===== src/logic/rx_ts_map.vh =====
// Purpose: register offsets, field positions and timing constants of the time-stamp and receive slice
// Assumes: byte-wide register index on the serial link, 32-bit data words
// Notes: definitions only
`ifndef RX_TS_MAP_VH
`define RX_TS_MAP_VH
`define ADDR_TIMER_CFG 8'h84
`define ADDR_QE_CORR 8'h87
`define ADDR_START 8'h88
`define ADDR_CAPT_LO 8'h89
`define ADDR_CAPT_HI 8'h8a
`define ADDR_CAPT_FREE 8'h8b
`define ADDR_RX_LEN 8'h90
`define ADDR_RX_DATA 8'h91
`define ADDR_RX_TOTAL 8'ha0
`define ADDR_RX_BCAST 8'ha1
`define ADDR_RX_MCAST 8'ha2
`define ADDR_RX_UCAST 8'ha3
`define CFG_DEF_BIT 2
`define CFG_HALT_BIT 3
`define CMD_WRITE_BIT 14
`define TICK_NS 32'h00000010
`define START_MIN 32'h00000010
`define NS_WRAP 32'h3b9aca00
`define HEAD_LAST 6'h0f
`define WORD_LAST 6'h1f
`define BYTES_PER_WORD 11'h004
`define ZERO_WORD 32'h00000000
`endif


===== src/logic/rx_ts_regs.v =====
// Purpose: serial-reached registers for timer output, pin time-stamp capture, receive readout and statistics
// Assumes: serial mode 0 link, sclk far slower than clock; receive FIFO and frame classifier outside
// Notes: one clock tick advances the nanosecond counter by 16 ns units
// Notes on behaviour
// - a correction value 0..255 is added to the phase residue to offset quantization
// - writing a start time of at least 16 arms the output; it runs once time reaches it
// - halting a running output stops it and restores the default level
// - a capture pin rising edge latches the 64-bit time stamp into two words
// - the same edge latches the free-running counter into its own word
// - head frame length, 11 bits, header included, is readable
// - each data word read returns four FIFO bytes and pops them
// - earliest byte sits in the top lane, later bytes in lower lanes
// - after a whole frame, data reads return zero until length read again
// - data readout works only while the generic serial protocol is selected
// - burst reads of the data word repeat on the same index
// - total received frame count increments for every frame
// - broadcast frame count increments for good and errored frames
// - multicast frame count increments for good and errored frames not also flagged broadcast
// - unicast frame count kept, reset to zero
// - nanosecond counter advances sixteen units per tick, free-running counter one
// - halt bit acts on writing one and reads back as zero
`timescale 1ns/100ps
`default_nettype none
`include "rx_ts_map.vh"
module rx_ts_regs #(
	parameter [31:0] TIMER_HI_NS = 32'h000003e8,
	parameter [31:0] TIMER_LO_NS = 32'h000003e8
) (
	input wire clock,
	input wire rst_n,
	input wire spi_sclk,
	input wire spi_cs_n,
	input wire spi_mosi,
	output reg spi_miso,
	output reg spi_miso_oe,
	input wire capture_input_pin,
	input wire generic_spi_sel,
	input wire rx_frame_valid,
	input wire [10:0] rx_frame_length,
	input wire [31:0] rx_fifo_data,
	output reg rx_fifo_pop,
	input wire rx_frame_done,
	input wire rx_frame_bcast,
	input wire rx_frame_mcast,
	output reg periodic_timer_output
);
	localparam [1:0] ST_IDLE = 2'h0;
	localparam [1:0] ST_HEAD = 2'h1;
	localparam [1:0] ST_DATA = 2'h2;
	// pin bits: 0 sclk, 1 cs_n, 2 mosi, 3 capture, 4 protocol select
	reg [4:0] meta_reg;
	reg [4:0] sync_reg;
	reg [4:0] prev_reg;
	reg [1:0] st_reg;
	reg [5:0] bit_cnt_reg;
	reg [31:0] shift_in_reg;
	reg [31:0] tx_shift_reg;
	reg [7:0] addr_reg;
	reg write_reg;
	reg [10:0] bytes_left_reg;
	reg def_level_reg;
	reg [7:0] corr_reg;
	reg [31:0] start_reg;
	reg armed_reg;
	reg running_reg;
	reg [31:0] phase_acc_reg;
	reg [31:0] ns_reg;
	reg [31:0] sec_reg;
	reg [31:0] free_reg;
	reg [63:0] capt_stamp_reg;
	reg [31:0] capt_free_reg;
	reg [31:0] stat_reg [0:3];
	reg [31:0] rd_word;
	integer i;
	wire sclk_rise = sync_reg[0] & ~prev_reg[0];
	wire sclk_fall = ~sync_reg[0] & prev_reg[0];
	wire cs_active = ~sync_reg[1];
	wire mosi_bit = sync_reg[2];
	wire capt_rise = sync_reg[3] & ~prev_reg[3];
	wire generic_mode = sync_reg[4];
	wire head_done = (st_reg == ST_HEAD) & sclk_rise & (bit_cnt_reg == `HEAD_LAST);
	wire word_done = (st_reg == ST_DATA) & sclk_rise & (bit_cnt_reg == `WORD_LAST);
	wire [7:0] head_addr = {shift_in_reg[6:0], mosi_bit};
	// the data word keeps its index so a burst drains the FIFO
	wire [7:0] addr_step = (addr_reg == `ADDR_RX_DATA) ? addr_reg : addr_reg + 8'h01;
	wire [7:0] rd_addr = (st_reg == ST_HEAD) ? head_addr : addr_step;
	wire [31:0] wr_data = {shift_in_reg[30:0], mosi_bit};
	// header bit b sits at wr_data[b] on the 16th rise, one place above shift_in_reg
	wire load_rd = (head_done & ~wr_data[`CMD_WRITE_BIT]) | (word_done & ~write_reg);
	wire wr_fire = word_done & write_reg;
	wire halt_wr = wr_fire & (addr_reg == `ADDR_TIMER_CFG) & wr_data[`CFG_HALT_BIT];
	wire start_wr = wr_fire & (addr_reg == `ADDR_START);
	wire rx_ok = generic_mode & (bytes_left_reg != 11'h000);
	wire [10:0] len_now = rx_frame_valid ? rx_frame_length : 11'h000;
	wire pop_now = load_rd & (rd_addr == `ADDR_RX_DATA) & rx_ok;
	wire len_read = load_rd & (rd_addr == `ADDR_RX_LEN);
	wire [31:0] target = periodic_timer_output ? TIMER_HI_NS : TIMER_LO_NS;
	wire [31:0] acc_sum = phase_acc_reg + `TICK_NS;
	wire [31:0] ns_sum = ns_reg + `TICK_NS;
	wire [3:0] stat_inc;
	assign stat_inc[0] = rx_frame_done;
	assign stat_inc[1] = rx_frame_done & rx_frame_bcast;
	assign stat_inc[2] = rx_frame_done & rx_frame_mcast & ~rx_frame_bcast;
	assign stat_inc[3] = rx_frame_done & ~rx_frame_mcast & ~rx_frame_bcast;

	always @(posedge clock or negedge rst_n)
	begin
		if (!rst_n)
		begin
			meta_reg <= 5'h02;
			sync_reg <= 5'h02;
			prev_reg <= 5'h02;
		end
		else
		begin
			meta_reg <= {generic_spi_sel, capture_input_pin, spi_mosi, spi_cs_n, spi_sclk};
			sync_reg <= meta_reg;
			prev_reg <= sync_reg;
		end
	end

	always @*
	begin
		rd_word = `ZERO_WORD;
		case (rd_addr)
			`ADDR_TIMER_CFG: rd_word[`CFG_DEF_BIT] = def_level_reg;
			`ADDR_QE_CORR: rd_word = {24'h000000, corr_reg};
			`ADDR_START: rd_word = start_reg;
			`ADDR_CAPT_LO: rd_word = capt_stamp_reg[31:0];
			`ADDR_CAPT_HI: rd_word = capt_stamp_reg[63:32];
			`ADDR_CAPT_FREE: rd_word = capt_free_reg;
			`ADDR_RX_LEN: rd_word = {21'h00000, len_now};
			// reorder so the earliest byte leaves first on the wire
			`ADDR_RX_DATA: rd_word = rx_ok ? {rx_fifo_data[7:0], rx_fifo_data[15:8],
				rx_fifo_data[23:16], rx_fifo_data[31:24]} : `ZERO_WORD;
			`ADDR_RX_TOTAL: rd_word = stat_reg[0];
			`ADDR_RX_BCAST: rd_word = stat_reg[1];
			`ADDR_RX_MCAST: rd_word = stat_reg[2];
			`ADDR_RX_UCAST: rd_word = stat_reg[3];
			default: rd_word = `ZERO_WORD;
		endcase
	end

	always @(posedge clock or negedge rst_n)
	begin
		if (!rst_n)
		begin
			st_reg <= ST_IDLE;
			bit_cnt_reg <= 6'h00;
			shift_in_reg <= `ZERO_WORD;
			tx_shift_reg <= `ZERO_WORD;
			addr_reg <= 8'h00;
			write_reg <= 1'b0;
			spi_miso <= 1'b0;
			spi_miso_oe <= 1'b0;
		end
		else
		begin
			spi_miso_oe <= cs_active;
			if (!cs_active)
			begin
				st_reg <= ST_IDLE;
				bit_cnt_reg <= 6'h00;
			end
			else
			begin
				case (st_reg)
					ST_IDLE:
					begin
						st_reg <= ST_HEAD;
						bit_cnt_reg <= 6'h00;
						shift_in_reg <= `ZERO_WORD;
					end
					ST_HEAD:
					begin
						if (sclk_rise)
						begin
							shift_in_reg <= wr_data;
							bit_cnt_reg <= bit_cnt_reg + 6'h01;
						end
						if (head_done)
						begin
							st_reg <= ST_DATA;
							bit_cnt_reg <= 6'h00;
							addr_reg <= head_addr;
							write_reg <= wr_data[`CMD_WRITE_BIT];
						end
					end
					ST_DATA:
					begin
						if (sclk_rise)
						begin
							shift_in_reg <= wr_data;
							bit_cnt_reg <= bit_cnt_reg + 6'h01;
						end
						if (word_done)
						begin
							bit_cnt_reg <= 6'h00;
							addr_reg <= addr_step;
						end
						if (sclk_fall & ~write_reg)
						begin
							spi_miso <= tx_shift_reg[31];
							tx_shift_reg <= {tx_shift_reg[30:0], 1'b0};
						end
					end
					default: st_reg <= ST_IDLE;
				endcase
				if (load_rd)
					tx_shift_reg <= rd_word;
			end
		end
	end

	// receive readout: the length read opens one frame's worth of data words
	always @(posedge clock or negedge rst_n)
	begin
		if (!rst_n)
		begin
			bytes_left_reg <= 11'h000;
			rx_fifo_pop <= 1'b0;
		end
		else
		begin
			rx_fifo_pop <= pop_now;
			if (len_read)
				bytes_left_reg <= len_now;
			else if (pop_now)
				bytes_left_reg <= (bytes_left_reg > `BYTES_PER_WORD) ?
					bytes_left_reg - `BYTES_PER_WORD : 11'h000;
		end
	end

	// time base, pin capture and statistics
	always @(posedge clock or negedge rst_n)
	begin
		if (!rst_n)
		begin
			ns_reg <= `ZERO_WORD;
			sec_reg <= `ZERO_WORD;
			free_reg <= `ZERO_WORD;
			capt_stamp_reg <= 64'h0000000000000000;
			capt_free_reg <= `ZERO_WORD;
			for (i = 0; i < 4; i = i + 1)
				stat_reg[i] <= `ZERO_WORD;
		end
		else
		begin
			free_reg <= free_reg + 32'h00000001;
			if (ns_sum >= `NS_WRAP)
			begin
				ns_reg <= ns_sum - `NS_WRAP;
				sec_reg <= sec_reg + 32'h00000001;
			end
			else
				ns_reg <= ns_sum;
			if (capt_rise)
			begin
				capt_stamp_reg <= {sec_reg, ns_reg};
				capt_free_reg <= free_reg;
			end
			// plain add wraps from all ones to zero
			for (i = 0; i < 4; i = i + 1)
				if (stat_inc[i])
					stat_reg[i] <= stat_reg[i] + 32'h00000001;
		end
	end

	// periodic output; phase residue carries over so odd periods average out
	always @(posedge clock or negedge rst_n)
	begin
		if (!rst_n)
		begin
			def_level_reg <= 1'b0;
			corr_reg <= 8'h00;
			start_reg <= `ZERO_WORD;
			armed_reg <= 1'b0;
			running_reg <= 1'b0;
			phase_acc_reg <= `ZERO_WORD;
			periodic_timer_output <= 1'b0;
		end
		else
		begin
			if (wr_fire & (addr_reg == `ADDR_QE_CORR))
				corr_reg <= wr_data[7:0];
			// default level is frozen once the output is armed or running
			if (wr_fire & (addr_reg == `ADDR_TIMER_CFG) & ~armed_reg & ~running_reg)
				def_level_reg <= wr_data[`CFG_DEF_BIT];
			if (start_wr)
				start_reg <= wr_data;
			if (halt_wr & (armed_reg | running_reg))
			begin
				armed_reg <= 1'b0;
				running_reg <= 1'b0;
				periodic_timer_output <= def_level_reg;
			end
			else if (start_wr & (wr_data >= `START_MIN))
			begin
				armed_reg <= 1'b1;
				running_reg <= 1'b0;
			end
			else if (armed_reg & (ns_reg >= start_reg))
			begin
				armed_reg <= 1'b0;
				running_reg <= 1'b1;
				phase_acc_reg <= `ZERO_WORD;
				periodic_timer_output <= ~def_level_reg;
			end
			else if (running_reg)
			begin
				if (acc_sum >= target)
				begin
					periodic_timer_output <= ~periodic_timer_output;
					phase_acc_reg <= acc_sum + {24'h000000, corr_reg} - target;
				end
				else
					phase_acc_reg <= acc_sum;
			end
			else if (~armed_reg)
				periodic_timer_output <= def_level_reg;
		end
	end
endmodule
`default_nettype wire


===== config.mk =====
export PLATFORM = sky130hd
export DESIGN_NAME = rx_ts_regs
export DESIGN_NICKNAME = d
export VERILOG_FILES = /design/src/logic/rx_ts_regs.v
export VERILOG_INCLUDE_DIRS = /design/src /design/src/logic
export SDC_FILE = /design/constraint.sdc
export NUM_CORES = 1
export LEC_CHECK = 0
export BUFFER_PORTS_ARGS = -buffer_cell sky130_fd_sc_hd__buf_2
export CORE_UTILIZATION = 45
export DETAILED_ROUTE_END_ITERATION = 7
export GPL_TIMING_DRIVEN = 1
export PLACE_DENSITY_LB_ADDON = 0.1
export SYNTH_ARGS = -nofsm -noshare
export SYNTH_HDL_FRONTEND = slang
export SYNTH_SLANG_ARGS = --single-unit

===== constraint.sdc =====
create_clock -name clock -period 5.39 [get_ports clock]
set_input_delay 0.2695 -clock clock [delete_from_list [all_inputs] [get_ports clock]]
set_output_delay 0.2695 -clock clock [all_outputs]
set_load 0.1 [all_outputs]

==> results of run 1 <==
cell type report:
type,instances,area share (%)
Antenna cell,1,0.00822
Clock buffer,85,5.63
Clock inverter,19,0.896
Inverter,105,1.30
Multi-Input combinational cell,2053,45.5
Sequential cell,494,40.6
Tap cell,773,3.18
Timing Repair Buffer,121,2.82
per-stage QoR:
step	util, %	setup slack (ns)	total power (W)	std cells	hold WS [ns]
after floorplan	-	1.24	0.00506	2771	-0.0261
after global placement	47.7	0.764	0.00558	3528	0.332
after detailed placement	47.7	0.655	0.00561	3528	0.336
after CTS	51.4	0.619	0.00971	3650	0.0124
after global routing	51.4	0.155	0.0100	3650	0.0352
final	51.4	0.573	0.00963	3651	0.0408
worst max-delay path, stage by stage, from the launching register on:
cell and delay [ns]:
dfrtp_1 0.50, ha_1 0.46, nand3_1 0.19, or4_1 0.64
o21a_1 0.29, nor2_1 0.30, inv_2 0.11, ha_1 0.32
inv_1 0.08, a2111oi_2 0.44, o21ai_0 0.13, a211oi_1 0.35
nor3_1 0.10, a21oi_1 0.20, o21ai_0 0.14, and4_1 0.26
o31ai_1 0.22
path summary, 6_finish.rpt:
kind                                                 end  depth (start not counted)  slack, ns
max                        phase_acc_reg[30]$_DFFE_PN0P_                         16       0.57
max in group asynchronous      start_reg[23]$_DFFE_PN0P_                          3       3.78
min                        bytes_left_reg[2]$_DFFE_PN0P_                          3       0.04
min reg2reg                        sync_reg[2]$_DFF_PN0_                          0       0.35
min in group asynchronous  phase_acc_reg[19]$_DFFE_PN0P_                          2       0.29
max reg2reg                phase_acc_reg[30]$_DFFE_PN0P_                         16       0.57
per-layer routing:
metal | routed length (um) | share of wire (%)
met2 | 34700 | 45
met1 | 37300 | 48
met4 | 1730 | 2.2
met3 | 4000 | 5.1
met5 | 0 | 0
placed cells by master (no fill, tap or decap), types with 10 or more instances in the layout:
cell type / n
a22oi_1: 57
xor2_1: 86
xnor2_1: 210
buf_2: 56
or3_1: 10
and4_1: 14
dlygate4sd3_1: 18
nand3_1: 147
nor2b_1: 20
ha_1: 92
nor2_1: 136
o22ai_1: 18
a22o_1: 10
and3_1: 84
clkbuf_1: 10
o211ai_1: 12
clkbuf_8: 18
mux2_2: 103
dfrtp_1: 492
nand4_1: 59
buf_4: 43
nor4_1: 17
mux2i_1: 28
a221oi_1: 26
and2_1: 17
a21oi_1: 85
o21ai_0: 169
nand2b_1: 11
a31oi_1: 12
a221o_1: 34
a21o_1: 21
nand2_1: 355
clkbuf_16: 57
inv_1: 103
nor3_1: 38
logic make-up (layout without fill, tap and decap cells):
logic type / Yosys count / count (layout) / share of synthesized area, %
other cells: 0 / 1 / 0
buf+inv: 224 / 330 / 3.22
flops: 494 / 494 / 45.7
fa+ha+maj: 95 / 95 / 4.40
mux: 131 / 131 / 5.33
simple gates: 965 / 965 / 17.5
compound gates: 566 / 566 / 14.3
xor+xnor: 296 / 296 / 9.59
where the power goes:
group          internal (W)  switching (W)
combinational      0.000510       0.000945
clock               0.00243        0.00163
sequential          0.00387       0.000240
total               0.00681        0.00282
timing repair:
| action | CTS | global route |
|---|---|---|
| hold buffers | 18 | 0 |
| endpoints found under the setup margin | 0 | 0 |
| endpoints found under the hold margin | 113 | 0 |
==> results.md, run 1 <==
* Die extent in y at 247 um
* Area post-placement at 0.0283 mm2
* Hpwl dp at 56,700 um
* Clock Sinks at 494
* CTS tree: done
* Gr busiest metal: met2
* Top-count cell post-synth: dfrtp_1
* Crit-path max FO at 11
* Synth cell types at 91
* Grt ovf at 0
* Largest area contributor in the netlist: dfrtp_1
* FF/Latch Area at 0.0124 mm2
* Yosys warns at 0
* Crit path DAT at 5.34 ns
* Clock root buffer: clkbuf_16
* First-pass GRT wire length at 122,000 um
* GPL Wtd Cong at 0.939
* Slew Limit Fails at 0
* GRT Total Usage at 25.7%
* Port bufs at 57
* Crit path time final at 4.82 ns
* Post-synth EDFFs at 0
* Core Rows at 89
* Vias per inst at 5.90
* DR vias at 21,600
* Peak supply drop at 0.268 mV
* Maxcap violations at 0
* CP Capture Type: flip-flop
* Setup TNS at 0 ns
* CP startpoint kind: flip-flop
* Area of the multi-input gates at 0.0139 mm2
* Critical path class: reg2reg
* CP startpoint: phase_acc_reg[4]$_DFFE_PN0P_
* Die ar. at 0.0611 mm2
* Worst skew pair latency at 0.64 ns
* Met1 usage at 38.7%
* Vias in the first global route at 20,600
* DRC at 10
* Worst reg2reg path startpoint: phase_acc_reg[4]$_DFFE_PN0P_
* WP data required at 5.91 ns
* Failing checks: design-rule violations
* I/O Pins at 58
* Outcome: finished with violations
* GR Layer Usage met3 at 2.64%
* Synth Flop Type: dfrtp_1
* Post-Syn Area at 0.0270 mm2
* Final nets at 2,979
* Static leakage at 13.8 nW
* Layout overhead on the synthesized area at 12.5%
* Post-Route Skew at 0.0387 ns
* WL final at 77,700 um
* Sequential fraction of the synthesis area at 45.7%
* Main area contributors after synthesis: dfrtp_1, xnor2_1, nand2_1, mux2_2, ha_1
* Power per cell area at 316 mW/mm2
* Initial Util at 45.7%
* TritonRoute pass-1 iters at 8
* Rel. slew slack at 27.5%
* Commonest cells in the netlist: dfrtp_1, nand2_1, xnor2_1
* Worst slew pin tran at 1.09 ns
* Fin crit share at 89.4%
* Ys async rst share at 100%
* Layout cells sized above 1 at 11.9%
* Max FFs per register at 128
* H-tree depth at 2
* CORE AREA at 0.0592 mm2
* Post-DR wirelength/cell at 21.3 um
* Hold_sp: rx_frame_length[2]
* Fmax achieved at 0.208 GHz
* Clock slew at reported path FFs at 0.06 ns
* Initial drt markers at 1,875
* Unrepaired setup endpoints after global routing: no
* Grt met2 use at 39.2%
* Initial antenna violation count at 0
* Syn nets at 2,918
* Num CTS Buffers at 57
* Final Setup Violations at 0
* Fin. Hold Viols at 0
* Syn Area/Cell at 9.76 um2
* Hold Crit Class: in2reg
* Post-CTS sizing at 0
* Synth top area share at 45.5%
* Post-synthesis register bit count at 494
* Synth Instances at 2,771
* Largest net degree at the start of global routing at 140
* Final instance area at 0.0304 mm2
* Routed Antenna Nets at 0
* Postcts setup bufs at 0
* Clock buffer depth at 3
* Die Wd at 247 um
* Layout fillers at 5,429
Power figures use the tool's default switching activity.
==> run 2, diff against run 1 <==
--- a/config.mk
+++ b/config.mk
@@ -6,6 +6,7 @@
 export SDC_FILE = /design/constraint.sdc
 export NUM_CORES = 1
 export LEC_CHECK = 0
+export ABC_AREA = 1
 export BUFFER_PORTS_ARGS = -buffer_cell sky130_fd_sc_hd__buf_2
 export CORE_UTILIZATION = 45
 export DETAILED_ROUTE_END_ITERATION = 7
==> results.md, run 2 <==
* Core Rows at 93 (was 89)
* Grt ovf at 0 (unchanged)
* Final Non-Filler Cells at 4,904 (was 3,651)
* Layout overhead on the synthesized area at 10.8% (was 12.5%)
* Post-DR wirelength/cell at 18.1 um (was 21.3 um)
* Hpwl dp at 66,300 um (was 56,700 um)
* Synth cell types at 56 (was 91)
* Synth top area share at 41.4% (was 45.5%)
* Setup TNS at 0 ns (unchanged)
* Commonest cells in the netlist: nand2_1, dfrtp_1, inv_1 (was dfrtp_1, nand2_1, xnor2_1)
* First-pass GRT wire length at 140,000 um (was 122,000 um)
* Critical path class: reg2reg (unchanged)
* DR vias at 26,000 (was 21,600)
* Peak supply drop at 0.247 mV (was 0.268 mV)
* CP startpoint kind: flip-flop (unchanged)
* P_sw at 0.00288 W (was 0.00282 W)
* WL final at 88,700 um (was 77,700 um)
* Max FFs per register at 128 (unchanged)
* H-tree depth at 2 (unchanged)
* Slowest stage delay, CP at 0.56 ns (was 0.64 ns)
* Clock slew at reported path FFs at 0.06 ns (about the same)
* Synth Flop Type: dfrtp_1 (unchanged)
* Final instance area at 0.0329 mm2 (was 0.0304 mm2)
* WP data required at 5.88 ns (was 5.91 ns)
* TritonRoute pass-1 iters at 6 (was 8)
* Clock root buffer: clkbuf_16 (unchanged)
* GRT Total Usage at 26.5% (was 25.7%)
* Post-synthesis register bit count at 494 (unchanged)
* Post-Syn Area at 0.0297 mm2 (was 0.0270 mm2)
* Routed Antenna Nets at 0 (unchanged)
* Top-count cell post-synth: nand2_1 (was dfrtp_1)
* Postcts setup bufs at 0 (unchanged)
* Syn Area/Cell at 7.49 um2 (was 9.76 um2)
* Crit path time final at 4.04 ns (was 4.82 ns)
* Maxcap violations at 0 (unchanged)
* Buf+Inv Stages, Crit Path at 5 (was 2)
* GPL Wtd Cong at 0.973 (was 0.939)
* Post-Route Skew at 0.0211 ns (was 0.0387 ns)
* Final nets at 4,153 (was 2,979)
* Die extent in y at 259 um (was 247 um)
* Power per cell area at 286 mW/mm2 (was 316 mW/mm2)
* Area post-placement at 0.0309 mm2 (was 0.0283 mm2)
* Yosys warns at 0 (unchanged)
* Fin crit share at 75.0% (was 89.4%)
* CP Capture Type: flip-flop (unchanged)
* Worst slew pin tran at 1.13 ns (was 1.09 ns)
* Tot Pwr at 0.00941 W (was 0.00963 W)
* Vias per inst at 5.31 (was 5.90)
* Outcome: complete, no violations (was finished with violations)
* Initial Util at 45.8% (was 45.7%)
* I/O Pins at 58 (unchanged)
* Gate power share at 14.2% (was 15.1%)
* DRC at 0 (was 10)
* Initial drt markers at 2,103 (was 1,875)
* Ys async rst share at 100% (unchanged)
* Crit-path max FO at 29 (was 11)
* Slew Limit Fails at 0 (unchanged)
* Internal power at 0.00653 W (was 0.00681 W)
* Clock Sinks at 494 (unchanged)
* Num CTS Buffers at 56 (was 57)
* Post-synth EDFFs at 0 (unchanged)
* Clk pwr share at 42.7% (was 42.2%)
* Rel. slew slack at 24.5% (was 27.5%)
* Sequential fraction of the synthesis area at 41.6% (was 45.7%)
* Unrepaired setup endpoints after global routing: no (unchanged)
* Die Wd at 259 um (was 247 um)
* Hold Crit Class: in2reg (unchanged)
* Sequential power share at 43.1% (was 42.7%)
* Syn nets at 4,113 (was 2,918)
* Synth Instances at 3,966 (was 2,771)
* CTS tree: done (unchanged)
* Worst skew pair latency at 0.64 ns (about the same)
* Fin. Hold Viols at 0 (unchanged)
* Fmax achieved at 0.247 GHz (was 0.208 GHz)
* Worst-path cell chain: inv_1, ha_1, inv_1, o21ai_0, inv_1, nor2_1, inv_1, nor2_4, nand2_2, o31ai_2, inv_1, nand2_1, o221ai_1 (was ha_1, nand3_1, or4_1, o21a_1, nor2_1, inv_2, ha_1, inv_1, a2111oi_2, o21ai_0, a211oi_1, nor3_1, a21oi_1, o21ai_0, and4_1, o31ai_1)
* Top Family by Delay on Critical Path: simple AND/OR/NAND/NOR gates (was compound AO/OA/AOI/OAI gates)
* Initial antenna violation count at 0 (unchanged)
* Hold Slack at 0.0532 ns (was 0.0408 ns)
* Final Setup Violations at 0 (unchanged)
* Most frequent cells in the layout: nand2_1, dfrtp_1, inv_1, nand3_1, nor2_1 (was dfrtp_1, nand2_1, xnor2_1, o21ai_0, nand3_1)
* Largest area contributor in the netlist: dfrtp_1 (unchanged)
* Main area contributors after synthesis: dfrtp_1, nand2_1, nand3_1, inv_1, xor2_1 (was dfrtp_1, xnor2_1, nand2_1, mux2_2, ha_1)
* CORE AREA at 0.0648 mm2 (was 0.0592 mm2)
* Die ar. at 0.0671 mm2 (was 0.0611 mm2)
* Most common cell on crit path: inv_1
* Port bufs at 57 (unchanged)
* Layout cells sized above 1 at 6.67% (was 11.9%)
* Commonest non-fill, non-tap cell in the layout: nand2_1 (was dfrtp_1)
* Largest net degree at the start of global routing at 174 (was 140)
* Sw frac at 30.6% (was 29.2%)
* Vias in the first global route at 24,600 (was 20,600)
* Clock buffer depth at 3 (unchanged)
* Crit path DAT at 4.53 ns (was 5.34 ns)
* Static leakage at 15.7 nW (was 13.8 nW)
* DP Cell Count at 4,787 (was 3,528)
* Slowest-stage cell, CP: o31ai_2 (was or4_1)
[run 2: logic make-up (layout without fill, tap and decap cells)]
family | after synthesis | in the layout | synth area share (%)
DFF | 494 | 494 | 41.6
muxes | 17 | 17 | 0.640
and+or+nand+nor | 2001 | 2001 | 29.3
AOI/OAI and AO/OA | 526 | 526 | 9.44
buffers and inverters | 595 | 677 | 7.84
other | 0 | 1 | 0
adders and majority gates | 93 | 93 | 3.94
xor gates and xnor gates | 240 | 240 | 7.18
[run 2: final cells by class]
type,count,area (um2)
timing repair buffer,100,721
clock inverter,28,335
antenna,1,2.50
clock buffer,72,1580
fill,6374,31900
tap,855,1070
inverter,477,1790
sequential,494,12400
multi-input combinational,2877,15100
[run 2: worst paths after layout]
path / from / end / slack, ns / depth (start not counted)
max in group asynchronous: rst_n / sec_reg[10]$_DFFE_PN0N_ / 4.12 / 3
hold reg to reg: meta_reg[3]$_DFF_PN0_ / sync_reg[3]$_DFF_PN0_ / 0.36 / 0
setup reg to reg: st_reg[1]$_DFFE_PN0P_ / bytes_left_reg[6]$_DFFE_PN0P_ / 1.35 / 13
hold / removal: rx_frame_length[6] / bytes_left_reg[6]$_DFFE_PN0P_ / 0.05 / 3
setup / recovery: st_reg[1]$_DFFE_PN0P_ / bytes_left_reg[6]$_DFFE_PN0P_ / 1.35 / 13
min in group asynchronous: rst_n / stat_reg[105]$_DFFE_PN0P_ / 0.06 / 2
[run 2: worst register-to-register path, cell delays in order (launching register included)]
cell	delay, ns
dfrtp_1	0.38
inv_1	0.11
ha_1	0.39
inv_1	0.25
o21ai_0	0.35
inv_1	0.08
nor2_1	0.21
inv_1	0.15
nor2_4	0.42
nand2_2	0.53
o31ai_2	0.57
inv_1	0.25
nand2_1	0.11
o221ai_1	0.10
[run 2: through the flow]
stage / setup slack (ns) / utilization (%)
after detailed placement: 1.40 / 47.6
after floorplan: 2.52 / -
final: 1.35 / 50.8
after CTS: 1.37 / 50.8
after global routing: 0.902 / 50.8
after global placement: 1.55 / 47.6
[run 2: power by group through the flow]
stage	clock [W]	sequential (W)	combinational, W
floorplan	0	0.00409	0.000844
detailed placement	0	0.00411	0.00132
global placement	0	0.00412	0.00130
global route	0.00423	0.00407	0.00148
finish	0.00401	0.00406	0.00134
CTS	0.00409	0.00405	0.00133
[run 2: per-layer routing]
| layer | up-vias | global-route usage, % | routed length, um |
|---|---|---|---|
| met5 | - | 0 | 0 |
| met4 | 0 | 6.84 | 1950 |
| li1 | 13000 | - | - |
| met1 | 12300 | 38.8 | 42400 |
| met2 | 670 | 40.9 | 39300 |
| met3 | 114 | 3.80 | 5050 |
[run 2: timing repair]
item | in CTS | in global routing
hold buffers | 16 | 0
gates resized for setup | 0 | 0
endpoints found under the hold margin | 293 | 0
